File: config.mk
export PLATFORM = sky130hd
export DESIGN_NAME = hpb_port
export DESIGN_NICKNAME = d
export VERILOG_FILES = /design/src/pkg/hpb_pkg.sv /design/src/hpb_port.sv /design/src/hpb_sync.sv /design/src/hpb_fifo.sv
export VERILOG_INCLUDE_DIRS = /design/src /design/src/pkg
export SDC_FILE = /design/constraint.sdc
export NUM_CORES = 2
export LEC_CHECK = 0
export BUFFER_PORTS_ARGS = -buffer_cell sky130_fd_sc_hd__buf_2
export CORE_UTILIZATION = 50
export CTS_CLUSTER_DIAMETER = 50
export DETAILED_ROUTE_END_ITERATION = 8
export PLACE_DENSITY = 0.69
export SYNTH_ARGS = -nofsm -noshare
export SYNTH_HDL_FRONTEND = slang
export SYNTH_SLANG_ARGS = --single-unit
File: constraint.sdc
create_clock -name sys_clk -period 2.3 [get_ports sys_clk]
set_input_delay 0.345 -clock sys_clk [delete_from_list [all_inputs] [get_ports sys_clk]]
set_output_delay 0.345 -clock sys_clk [all_outputs]
set_load 0.01 [all_outputs]
File: src/pkg/hpb_map.svh
// constants of the host parallel bus port
// What this block does
// - device ready 2 ms after reset release
// - reset restores factory default register values
// - rom strap high enables internal rom fetch
// - low test strap selects factory test mode
// - five select lines pick one of 32 registers
// - 16-bit three-state bidirectional host data bus
// - drive data only while read and enable low
// - respond only while chip select is low; a dma acknowledge also opens a read or write without chip select
// - read strobe returns addressed register contents
// - write strobe stores bus word in register
// - host accesses synchronised to host bus clock
// - receive request high while receive data waits
// - transmit request high while transmit data needed
// - open-drain interrupt pulled low for service
`ifndef HPB_MAP_SVH
`define HPB_MAP_SVH
`define HPB_CLK_KHZ 20000
`define HPB_READY_TIME_MS 2
`define HPB_READY_CYCLES (`HPB_READY_TIME_MS * `HPB_CLK_KHZ)
`define HPB_STRAP_WAIT 2
`define HPB_REG_COUNT 32
`define HPB_DATA_W 16
`define HPB_SEL_W 5
`define HPB_FIFO_DEPTH 32
`define HPB_ADDR_RX_DATA 5'h00
`define HPB_ADDR_STATUS 5'h01
`define HPB_REG_RESET 16'h0000
`define HPB_ST_RX_AVAIL 0
`define HPB_ST_TX_NEED 1
`define HPB_ST_IRQ 2
`define HPB_ST_READY 3
`define HPB_PIN_W 30
`define HPB_PIN_RESET 30'h3FFFFFFF
`endif

File: src/pkg/hpb_pkg.sv
// types of the host parallel bus port
package hpb_pkg;
  // start-up phases
  typedef enum logic [0:0] {HPB_WAIT, HPB_READY} hpb_state_t;
  // one host word
  typedef logic [15:0] hpb_word_t;
  // register select
  typedef logic [4:0] hpb_sel_t;
endpackage : hpb_pkg

File: src/hpb_port.sv
// parallel host bus port: registers, dma requests, straps
`timescale 1ns/1ns
`include "hpb_map.svh"
module hpb_port
  import hpb_pkg::*;
#(
  parameter int READY_CYCLES = `HPB_READY_CYCLES,
  parameter int FIFO_DEPTH = `HPB_FIFO_DEPTH
) (
  // clock, reset, enable
  input wire logic sys_clk,
  input wire logic rst_n,
  input wire logic clk_en,
  // host bus pins
  input wire logic host_bus_clock,
  input wire logic host_select_n,
  input wire logic host_read_n,
  input wire logic host_write_n,
  input wire logic host_data_out_enable_n,
  input wire logic [4:0] host_reg_select,
  input wire logic [15:0] host_data_in,
  output logic [15:0] host_data_out,
  output logic host_data_oe,
  // dma handshakes
  input wire logic rx_dma_ack_n,
  input wire logic tx_dma_ack_n,
  output logic rx_dma_req,
  output logic tx_dma_req,
  // open-drain interrupt
  output logic host_irq_n_out,
  output logic host_irq_n_oe,
  // straps
  input wire logic boot_rom_enable,
  input wire logic test_strap_n,
  // core side: receive words
  input wire logic rx_valid,
  input wire logic [15:0] rx_data,
  output logic rx_ready,
  // core side: transmit words
  input wire logic tx_need,
  output logic tx_valid,
  output logic [15:0] tx_data,
  // core side: events and status
  input wire logic irq_request,
  output logic wr_valid,
  output logic [4:0] wr_addr,
  output logic [15:0] wr_data,
  output logic device_ready,
  output logic rom_fetch_enable,
  output logic factory_test_mode
);
  localparam int CW = $clog2(READY_CYCLES + 1);

  // synchronised pins
  logic [`HPB_PIN_W-1:0] pins_s;
  logic hclk_s;
  logic cs_n_s;
  logic rd_n_s;
  logic wr_n_s;
  logic en_n_s;
  logic rxack_n_s;
  logic txack_n_s;
  logic rom_s;
  logic test_n_s;
  hpb_sel_t sel_s;
  hpb_word_t din_s;
  logic hclk_d; // previous host clock level
  logic hedge; // host clock rising edge

  // start-up state
  hpb_state_t state;
  hpb_state_t next_state;
  logic [CW-1:0] ready_cnt;
  logic [CW-1:0] next_ready_cnt;
  logic next_device_ready;
  logic next_rom;
  logic next_test;

  // register file and write path
  hpb_word_t regs [`HPB_REG_COUNT];
  hpb_word_t next_regs [`HPB_REG_COUNT];
  logic wr_done; // one store per strobe
  logic next_wr_done;
  logic next_wr_valid;
  hpb_sel_t next_wr_addr;
  hpb_word_t next_wr_data;
  logic next_tx_valid;
  hpb_word_t next_tx_data;

  // read path
  logic rd_act; // a read is being presented
  logic rx_pend; // head word handed out, pop at end
  logic next_rx_pend;
  logic next_oe;
  hpb_word_t next_dout;
  logic rx_pop;
  logic fifo_valid;
  hpb_word_t fifo_data;

  // requests
  logic next_rx_req;
  logic next_tx_req;
  logic next_irq_oe;
  logic ce_q; // clock enable of previous cycle

  // true where the receive fifo is the data source
  function automatic logic rx_sel(input logic ack_n,
                                  input hpb_sel_t a);
    rx_sel = !ack_n || (a == `HPB_ADDR_RX_DATA);
  endfunction : rx_sel

  // true where the register file holds the word
  function automatic logic plain_reg(input hpb_sel_t a);
    plain_reg = (a != `HPB_ADDR_RX_DATA) &&
                (a != `HPB_ADDR_STATUS);
  endfunction : plain_reg

  // every pin level crosses two flops first
  hpb_sync #(
    .W(`HPB_PIN_W),
    .RST_VAL(`HPB_PIN_RESET)
  ) u_sync (
    .sys_clk(sys_clk),
    .rst_n(rst_n),
    .clk_en(clk_en),
    .d({host_bus_clock, host_select_n, host_read_n,
        host_write_n, host_data_out_enable_n, rx_dma_ack_n,
        tx_dma_ack_n, boot_rom_enable, test_strap_n,
        host_reg_select, host_data_in}),
    .q(pins_s)
  );

  assign {hclk_s, cs_n_s, rd_n_s, wr_n_s, en_n_s, rxack_n_s,
          txack_n_s, rom_s, test_n_s, sel_s, din_s} = pins_s;

  // receive words wait here for the host
  hpb_fifo #(
    .WIDTH(`HPB_DATA_W),
    .DEPTH(FIFO_DEPTH)
  ) u_fifo (
    .sys_clk(sys_clk),
    .rst_n(rst_n),
    .clk_en(clk_en),
    .in_valid(rx_valid),
    .in_data(rx_data),
    .in_ready(rx_ready),
    .out_valid(fifo_valid),
    .out_data(fifo_data),
    .out_ready(rx_pop)
  );

  // accesses act on the host clock rising edge
  assign hedge = hclk_s && !hclk_d;
  // open drain: the pin is only ever pulled low
  assign host_irq_n_out = 1'b0;

  // start-up sequence: straps, then ready delay
  always_comb
  begin
    next_state = state;
    next_ready_cnt = ready_cnt;
    next_device_ready = device_ready;
    next_rom = rom_fetch_enable;
    next_test = factory_test_mode;
    unique case (state)
      HPB_WAIT:
      begin
        next_ready_cnt = CW'(ready_cnt + 1'b1);
        // straps have crossed the synchroniser here
        if (ready_cnt == CW'(`HPB_STRAP_WAIT))
        begin
          next_rom = rom_s;
          next_test = !test_n_s;
        end
        if (ready_cnt == CW'(READY_CYCLES - 1))
        begin
          next_state = HPB_READY;
          next_device_ready = 1'b1;
        end
      end
      HPB_READY:
        next_device_ready = 1'b1;
    endcase
  end

  // register start-up state
  always_ff @(posedge sys_clk)
  begin
    if (!rst_n)
    begin
      state <= HPB_WAIT;
      ready_cnt <= '0;
      device_ready <= 1'b0;
      rom_fetch_enable <= 1'b0;
      factory_test_mode <= 1'b0;
      hclk_d <= 1'b1; // matches synchroniser reset level, no false edge
      ce_q <= 1'b0;
    end
    else
    begin
      ce_q <= clk_en;
      if (clk_en)
      begin
        state <= next_state;
        ready_cnt <= next_ready_cnt;
        device_ready <= next_device_ready;
        rom_fetch_enable <= next_rom;
        factory_test_mode <= next_test;
        hclk_d <= hclk_s;
      end
    end
  end

  // write strobes: store, report, or pass to transmit
  always_comb
  begin
    next_regs = regs;
    next_wr_done = wr_done && !wr_n_s;
    next_wr_valid = 1'b0;
    next_wr_addr = wr_addr;
    next_wr_data = wr_data;
    next_tx_valid = 1'b0;
    next_tx_data = tx_data;
    if (device_ready && hedge && !wr_n_s && !wr_done)
    begin
      if (!txack_n_s)
      begin
        // dma acknowledge selects the transmit path
        next_tx_valid = 1'b1;
        next_tx_data = din_s;
        next_wr_done = 1'b1;
      end
      else if (!cs_n_s)
      begin
        next_wr_done = 1'b1;
        if (plain_reg(sel_s))
        begin
          next_regs[sel_s] = din_s;
          next_wr_valid = 1'b1;
          next_wr_addr = sel_s;
          next_wr_data = din_s;
        end
      end
    end
  end

  // register file and write results
  always_ff @(posedge sys_clk)
  begin
    if (!rst_n)
    begin
      for (int i = 0; i < `HPB_REG_COUNT; i++)
        regs[i] <= `HPB_REG_RESET;
      wr_done <= 1'b0;
      wr_valid <= 1'b0;
      wr_addr <= '0;
      wr_data <= '0;
      tx_valid <= 1'b0;
      tx_data <= '0;
    end
    else if (clk_en)
    begin
      regs <= next_regs;
      wr_done <= next_wr_done;
      wr_valid <= next_wr_valid;
      wr_addr <= next_wr_addr;
      wr_data <= next_wr_data;
      tx_valid <= next_tx_valid;
      tx_data <= next_tx_data;
    end
  end

  // read strobes: drive bus, pop fifo when strobe ends
  always_comb
  begin
    rd_act = device_ready && !rd_n_s && !en_n_s &&
             (!cs_n_s || !rxack_n_s);
    next_oe = rd_act;
    next_dout = host_data_out;
    next_rx_pend = rx_pend && !rd_n_s;
    rx_pop = rx_pend && rd_n_s;
    if (rd_act)
    begin
      if (rx_sel(rxack_n_s, sel_s))
        next_dout = fifo_data;
      else if (sel_s == `HPB_ADDR_STATUS)
      begin
        next_dout = '0;
        next_dout[`HPB_ST_RX_AVAIL] = fifo_valid;
        next_dout[`HPB_ST_TX_NEED] = tx_need;
        next_dout[`HPB_ST_IRQ] = irq_request;
        next_dout[`HPB_ST_READY] = device_ready;
      end
      else
        next_dout = regs[sel_s];
      if (hedge && fifo_valid && rx_sel(rxack_n_s, sel_s))
        next_rx_pend = 1'b1;
    end
  end

  // dma requests drop while acknowledged
  always_comb
  begin
    next_rx_req = device_ready && fifo_valid && rxack_n_s &&
                  !rx_pend;
    next_tx_req = device_ready && tx_need &&
                  txack_n_s;
    next_irq_oe = device_ready && irq_request;
  end

  // register read path and requests
  always_ff @(posedge sys_clk)
  begin
    if (!rst_n)
    begin
      host_data_oe <= 1'b0;
      host_data_out <= '0;
      rx_pend <= 1'b0;
      rx_dma_req <= 1'b0;
      tx_dma_req <= 1'b0;
      host_irq_n_oe <= 1'b0;
    end
    else if (clk_en)
    begin
      host_data_oe <= next_oe;
      host_data_out <= next_dout;
      rx_pend <= next_rx_pend;
      rx_dma_req <= next_rx_req;
      tx_dma_req <= next_tx_req;
      host_irq_n_oe <= next_irq_oe;
    end
  end
endmodule : hpb_port

File: src/hpb_sync.sv
// two-stage synchroniser for pin levels
`timescale 1ns/1ns
module hpb_sync #(
  parameter int W = 1,
  parameter logic [W-1:0] RST_VAL = '0
) (
  // clock, reset, enable
  input wire logic sys_clk,
  input wire logic rst_n,
  input wire logic clk_en,
  // level in from a foreign domain
  input wire logic [W-1:0] d,
  // level usable in sys_clk domain
  output logic [W-1:0] q
);
  logic [W-1:0] meta; // first stage, read only by q
  logic [W-1:0] next_meta;
  logic [W-1:0] next_q;

  // next values of both stages
  always_comb
  begin
    next_meta = d;
    next_q = meta;
  end

  // register the stages
  always_ff @(posedge sys_clk)
  begin
    if (!rst_n)
    begin
      meta <= RST_VAL;
      q <= RST_VAL;
    end
    else if (clk_en)
    begin
      meta <= next_meta;
      q <= next_q;
    end
  end
endmodule : hpb_sync

File: src/hpb_fifo.sv
// receive data fifo with valid/ready on both sides
`timescale 1ns/1ns
module hpb_fifo #(
  parameter int WIDTH = 16,
  parameter int DEPTH = 32
) (
  // clock, reset, enable
  input wire logic sys_clk,
  input wire logic rst_n,
  input wire logic clk_en,
  // fill side
  input wire logic in_valid,
  input wire logic [WIDTH-1:0] in_data,
  output logic in_ready,
  // drain side
  output logic out_valid,
  output logic [WIDTH-1:0] out_data,
  input wire logic out_ready
);
  localparam int AW = $clog2(DEPTH);
  logic [WIDTH-1:0] mem [DEPTH]; // storage
  logic [AW-1:0] wr_ptr; // next slot to fill
  logic [AW-1:0] rd_ptr; // head slot
  logic [AW:0] count; // words held
  logic [AW-1:0] next_wr_ptr;
  logic [AW-1:0] next_rd_ptr;
  logic [AW:0] next_count;
  logic next_in_ready;
  logic next_out_valid;
  logic push;
  logic pop;

  // head word is always visible
  assign out_data = mem[rd_ptr];

  // pointer and flag updates
  always_comb
  begin
    push = in_valid && in_ready;
    pop = out_valid && out_ready;
    next_wr_ptr = push ? AW'(wr_ptr + 1'b1) : wr_ptr;
    next_rd_ptr = pop ? AW'(rd_ptr + 1'b1) : rd_ptr;
    next_count = (AW+1)'(count + (AW+1)'(push) - (AW+1)'(pop));
    next_in_ready = next_count != (AW+1)'(DEPTH);
    next_out_valid = next_count != '0;
  end

  // register pointers, flags and storage
  always_ff @(posedge sys_clk)
  begin
    if (!rst_n)
    begin
      wr_ptr <= '0;
      rd_ptr <= '0;
      count <= '0;
      in_ready <= 1'b1;
      out_valid <= 1'b0;
    end
    else if (clk_en)
    begin
      wr_ptr <= next_wr_ptr;
      rd_ptr <= next_rd_ptr;
      count <= next_count;
      in_ready <= next_in_ready;
      out_valid <= next_out_valid;
      if (push)
        mem[wr_ptr] <= in_data;
    end
  end
endmodule : hpb_fifo

; ---- After elaboration in Yosys (flattened, before gate mapping)
; Memories as Yosys holds them, arrays and structs flattened. A register that Yosys moved wholly into a read port is not among the register bits.
; Cells that the tools add are included.
[classes]
n_eq_ne = 6
addsub = 5
reduce_logical = 44
bitwise_logic = 4
n_mux = 29
n_lt_le_gt_ge = 2
[ops]
columns = operator, n
row1 = 512-bit bitwise mux, 1
row2 = 16-bit binary-select mux with 5-bit select, 1
row3 = 16-bit demux with 5-bit select, 1
row4 = 16-bit two-way mux, 5
row5 = 1-bit logical AND, 22
row6 = 1-bit two-way mux, 18
row7 = 16-bit by 1-bit adder with 16-bit output (second input constant), 1
row8 = 16-bit == test (second input constant), 1
row9 = 16-bit by 2-bit == test with 1-bit output (second input constant), 1
row10 = 5-bit by 1-bit adder with 5-bit output (second input constant), 2
row11 = 5-bit two-way mux, 2
row12 = 2-bit AND reduction, 5
row13 = 1-bit zero test, 9
row14 = 6-bit by 1-bit adder with 6-bit output, 1
row15 = 6-bit greater-or-equal comparator (second input constant), 1
row16 = 6-bit by 1-bit less-than comparator with 1-bit output (second input constant), 1
row17 = 6-bit != test (second input constant), 1
row18 = 5-bit NOT with 6-bit output, 1
row19 = 3-bit AND reduction, 2
row20 = 6-bit nonzero test, 1
row21 = 6-bit by 1-bit subtractor with 6-bit output, 1
row22 = 5-bit by 1-bit == test with 1-bit output (second input constant), 1
row23 = 5-bit zero test, 1
row24 = 5-bit by 1-bit != test with 1-bit output (second input constant), 1
row25 = 6 further kinds, 9
[totals]
ff_bits = 672
out_inout_bits = 64
memories = 1
ram_bits = 512
elab_cells = 148
inputBits = 52
[mem_list]
columns = memory, words, word_bits, read_ports, rd_ports_with_merged_regs, wr, line_no
row1 = u_fifo.mem, 32, 16, 1, 1, 1, hpb_fifo.sv:21  ; logic [WIDTH-1:0] mem [DEPTH];

; ---- Logic depth before layout (Yosys ltp)
[depth]
depth_word = 6
mapped_depth = 11
mapped_depth_nobuf = 11

; ---- By module
; From an unflattened synthesis, not the netlist that was laid out.
[hier_totals]
cells_unflattened = 3949
area_unflattened_um2 = 49490.0
[modules_own_cells]
columns = mod, seq_area_each_um2, area_per_inst_um2, cells_each, instances
row1 = hpb_port, 11831.3, 26645.6, 2860, 1
row2 = hpb_fifo, 15835.2, 20682.3, 895, 1
row3 = hpb_sync, 1201.2, 2162.1, 194, 1

; ---- Least setup slack after synthesis
; Ideal clock, no wire load.
[synth_path]
path_kind = register to register
startpoint = reg u_sync.q[17]
endpoint = reg host_data_out[0]
arrival_time_ns = 2.360
setup_slack_ns = -0.179
required_time_ns = 2.181
stages_incl_launch_ff = 9
period_less_slack_ns = 2.479
n_path_buf = 2
setup_time_ns = 0.119
cell_sequence = dfxtp_1 > buf_2 > buf_1 > mux2i_1 > o22ai_1 > or4_1 > or4_1 > a31oi_1 > o2bb2ai_1
[synth_via]
elab_chain_cells = 6
elab_cells_between_ends = 9
cone_classes = 1 x eq/ne / 5 x mux / 1 x bitwise / 2 x reduce/logical
[synth_lines]
columns = element, line_no
row1 = "start, declared", hpb_sync.sv:14  ; output logic [W-1:0] q
row2 = "start signal, assigned", hpb_sync.sv:38  ; q <= next_q;
row3 = 5-bit NOT with 6-bit output (implied by the code), hpb_port.sv:295  ; next_dout = regs[sel_s];
row4 = 16-bit binary-select mux with 5-bit select, hpb_port.sv:295
row5 = 16-bit two-way mux (implied by the code) (2 in series), hpb_port.sv:295
row6 = 16-bit two-way mux, hpb_port.sv:286  ; else if (sel_s == `HPB_ADDR_STATUS)
row7 = 16-bit two-way mux *, hpb_port.sv:284  ; if (rx_sel(rxack_n_s, sel_s))
row8 = "end signal, assigned", hpb_port.sv:326  ; host_data_out <= next_dout;
row9 = "end, declared", hpb_port.sv:22  ; output logic [15:0] host_data_out,
; Mark *: on every way between the ends. The rest lies on a longest branch, timed or not. The select of a mux whose other input is x is not followed.
; A chain may end at the register's enable or synchronous reset.

; ---- Final worst setup path
[layout_path]
startpoint = reg u_sync.q[17]
endpoint = reg host_data_out[11]
; Same word-level chain as after synthesis.

==> out/qor.json <==
{
  "critical_path.startpoint_type": {"value": "flop"},
  "post_synth_num_cell_types": {"value": 67},
  "timing.critical_path.max_delay_family": {"value": "buffers and inverters"},
  "final_power": {"value": 44.8, "unit": "mW"},
  "r2r_setup_slack": {"value": -0.26, "unit": "ns"},
  "final_layout_size_suffix_gt1_share": {"value": 22.8, "unit": "%"},
  "proportion_of_netlist_area_held_by_the_largest_area_contributor": {"value": 31.0, "unit": "%"},
  "ys_async_sr_fraction": {"value": 0, "unit": "%"},
  "wirelength": {"value": 142000, "unit": "microns"},
  "layout_worst_path_cycle_share": {"value": 111, "unit": "%"},
  "achievable-frequency": {"value": 391, "unit": "MHz"},
  "p_clk_share": {"value": 46.7, "unit": "%"},
  "cp_data_required_time": {"value": 2.95, "unit": "ns"},
  "core": {"value": 98300, "unit": "sq um"},
  "area_delta_synth_final": {"value": 23.3, "unit": "%"},
  "dpl_cell_area": {"value": 54500, "unit": "sq um"},
  "violations": {"value": "negative setup slack"},
  "dr.first_iter.drc_count": {"value": 3541},
  "switching_share": {"value": 22.1, "unit": "%"},
  "worstHoldPathType": {"value": "in2reg"},
  "drcViolationCount": {"value": 0},
  "combinationalPowerShare": {"value": 3.8, "unit": "%"},
  "start_util": {"value": 50.5, "unit": "%"},
  "period_needed": {"value": 2.56, "unit": "ns"},
  "postSynthRegisterBits": {"value": 1185},
  "report.final.slew_viol_count": {"value": 0},
  "synth_fp_nets": {"value": 4090},
  "insertion_delay": {"value": 0.77, "unit": "ns"},
  "clockBufferDepth": {"value": 3},
  "drtPass1Iterations": {"value": 6},
  "numPortBuffers": {"value": 114},
  "relSlewSlack": {"value": 37.3, "unit": "%"},
  "worst_ep_arrival_time": {"value": 3.21, "unit": "ns"},
  "post_syn_area": {"value": 49600, "unit": "sq um"},
  "tritoncts": {"value": "built"},
  "synth-warning-count": {"value": 0},
  "root_buffer_cell": {"value": "clkbuf_16"},
  "cts_max_level": {"value": 4},
  "first_global_vias": {"value": 32452},
  "io-pin-count": {"value": 116},
  "power.sequential.fraction": {"value": 49.5, "unit": "%"},
  "number_of_failing_setup_endpoints_in_the_final_timing_report": {"value": 172},
  "final_hold_vios": {"value": 0},
  "detailroute.via_count": {"value": 33838},
  "final_cell_mix": {"value": "mux2i_1, dfxtp_1, edfxtp_1"},
  "cap_violations": {"value": 0},
  "worstPathMaxFanout": {"value": 7},
  "drt-wirelength-per-cell": {"value": 24.4, "unit": "microns"},
  "leakagePower": {"value": 22.5, "unit": "nW"},
  "cts_num_sinks": {"value": 1185},
  "row_count": {"value": 115},
  "numCtsBuffers": {"value": 132},
  "peakVddDrop": {"value": 772, "unit": "uV"},
  "synth_edf_count": {"value": 512},
  "preCtsSetupSlack": {"value": -0.531, "unit": "ns"},
  "die_width": {"value": 317, "unit": "microns"},
  "routed_via_density": {"value": 5.81},
  "gp_congestion": {"value": 0.884},
  "crit_path_max_incr_delay": {"value": 0.44, "unit": "ns"},
  "detail-route-antenna-nets": {"value": 0},
  "powerDensity": {"value": 732, "unit": "nW/um^2"},
  "post_synth_inst_count": {"value": 4024},
  "grt_start_max_net_pins": {"value": 110},
  "overflow": {"value": 0},
  "clock_skew": {"value": 0.0352, "unit": "ns"},
  "finish.instance_area": {"value": 61200, "unit": "sq um"},
  "crit_path_top_delay_cell": {"value": "or4_4"},
  "synth_seq_area_share": {"value": 58.1, "unit": "%"},
  "post_synthesis_area_per_instance": {"value": 12.3, "unit": "sq um"},
  "layout_net_count": {"value": 4496},
  "switching_power": {"value": 9.90, "unit": "mW"},
  "synthTopCellsByArea": {"value": "edfxtp_1, dfxtp_1, mux2i_1"},
  "setup_slack": {"value": -0.256, "unit": "ns"},
  "timing.critical_path.to_type": {"value": "flop"},
  "grt_pass1_wl": {"value": 205000, "unit": "microns"},
  "grt_antenna_before_repair": {"value": 0},
  "design.die.area": {"value": 100000, "unit": "sq um"},
  "critPathKind": {"value": "reg2reg"},
  "crit_buf_inv": {"value": 6},
  "rsz0062_at_grt": {"value": "yes"},
  "p_int": {"value": 34.9, "unit": "mW"},
  "timing.setup.tns": {"value": -9.73, "unit": "ns"},
  "layout.cells.most_common": {"value": "mux2i_1"},
  "post-dp-hpwl": {"value": 88500, "unit": "microns"},
  "clkTransAtPathRegs": {"value": 0.06, "unit": "ns"},
  "final.fill_count": {"value": 7410},
  "largest_area_contributor_in_the_netlist": {"value": "edfxtp_1"},
  "worstMarginPinSlew": {"value": 0.941, "unit": "ns"},
  "worstPathCellList": {"value": "buf_4 > buf_6 > buf_12 > buf_16 > buf_12 > buf_4 > mux2i_1 > o22ai_1 > or4_4 > nor4_4 > o31ai_1"},
  "synth_top_flop_cell": {"value": "dfxtp_1"},
  "outcome": {"value": "complete, but fails checks"},
  "grt_use_total": {"value": 27.4, "unit": "%"},
  "fp.dieH": {"value": 317, "unit": "microns"}
}
## final timing paths
kind,startpoint,to,cells after the start
worst min register to register,regs[430],regs[430],2
worst min-delay path,rx_data[7],u_fifo.mem[30][7],1
worst max register to register,u_sync.q[17],host_data_out[11],11
worst max-delay path,u_sync.q[17],host_data_out[11],11
## cells in the mapped netlist (all sizes together) (2+ instances only)
library cell / count
o21ai: 32
mux2: 4
a21boi: 201
nor4: 14
a31oi: 4
nor3: 17
nor4b: 2
ha: 13
and2: 55
nand4b: 4
o31ai: 4
a21o: 2
xor2: 2
dfxtp: 673
nor2b: 348
nand3: 171
a21oi: 25
nand3b: 2
and3: 4
nand4: 14
nor2: 92
mux4: 96
nand4bb: 4
or4: 17
a22o: 8
o221ai: 8
buf: 115
and4b: 2
mux2i: 748
nand2: 371
o22ai: 107
a2111oi: 17
a22oi: 49
or3: 3
inv: 12
o211a: 3
o2bb2ai: 6
clkbuf: 223
xnor2: 23
nand2b: 2
edfxtp: 512
## metrics by stage
stage / cells / hold slack, ns / util [%]
after floorplan: 4024 / 0.426 / -
after global placement: 5456 / 0.438 / 55.5
after detailed placement: 5456 / 0.443 / 55.5
after CTS: 5756 / 0.0803 / 61.0
after global routing: 5822 / 0.134 / 62.2
final: 5824 / 0.112 / 62.2
## routing by layer
layer / share of wire [%] / up-vias / wire (microns) / track usage (%)
met3: 6.2 / 314 / 8760 / 4.47
met5: 0 / - / 0 / 0
met1: 42 / 16846 / 59500 / 36.5
li1: - / 15416 / - / -
met4: 4.5 / 0 / 6410 / 11.4
met2: 47 / 1262 / 67400 / 44.4
## power groups by stage
stage	logic [mW]	clock network [mW]	registers (mW)
2_1_floorplan	0.866	0	22.5
3_3_place_gp	1.40	0	22.6
3_5_place_dp	1.42	0	22.6
4_1_cts	1.53	21.1	22.1
5_1_grt	1.78	22.0	22.1
6_report	1.69	20.9	22.1
## final cells by class
class	count	area, sq um	area share [%]
tap	1287	1610	2.63
timing repair buffer	610	6230	10.2
clock buffer	174	3640	5.95
inverter	13	48.8	0.0798
multi-input combinational	2488	20100	32.8
clock inverter	65	683	1.12
antenna	2	5.00	0.00818
sequential	1185	28900	47.2
## flip-flops by register name, indices dropped and copies added, names as in the netlist, 5 cells and up, named ones only
register / cells
wr_addr: 5
host_data_out: 16
u_fifo.rd_ptr: 5
u_sync.q: 30
u_sync.meta: 30
ready_cnt: 16
u_fifo.count: 6
tx_data: 16
u_fifo.wr_ptr: 5
u_fifo.mem: 512
regs: 508
wr_data: 16
## cell families (layout without fill, tap and decap cells)
kind of cell	count (synthesis)	count (layout)	share of synthesized area [%]
DFF	1185	1185	58.1
and+or+nand+nor	1129	1129	11.9
muxes	848	848	19.5
AOI/OAI and AO/OA	471	471	6.70
buffers and inverters	351	862	2.93
xor gates and xnor gates	25	25	0.441
adders and majority gates	14	14	0.368
other	1	3	0.00756
## what timing repair did
item / 4_1_cts / 5_1_grt
setup endpoints to repair: 115 / 239
setup buffers: 24 / 55
endpoints found under the hold margin: 52 / 0
cloned: 6 / 15
pin swaps: 25 / 36
hold buffers: 33 / 0
resized for setup: 92 / 140
No activity file was read; power rests on OpenSTA's default activity.
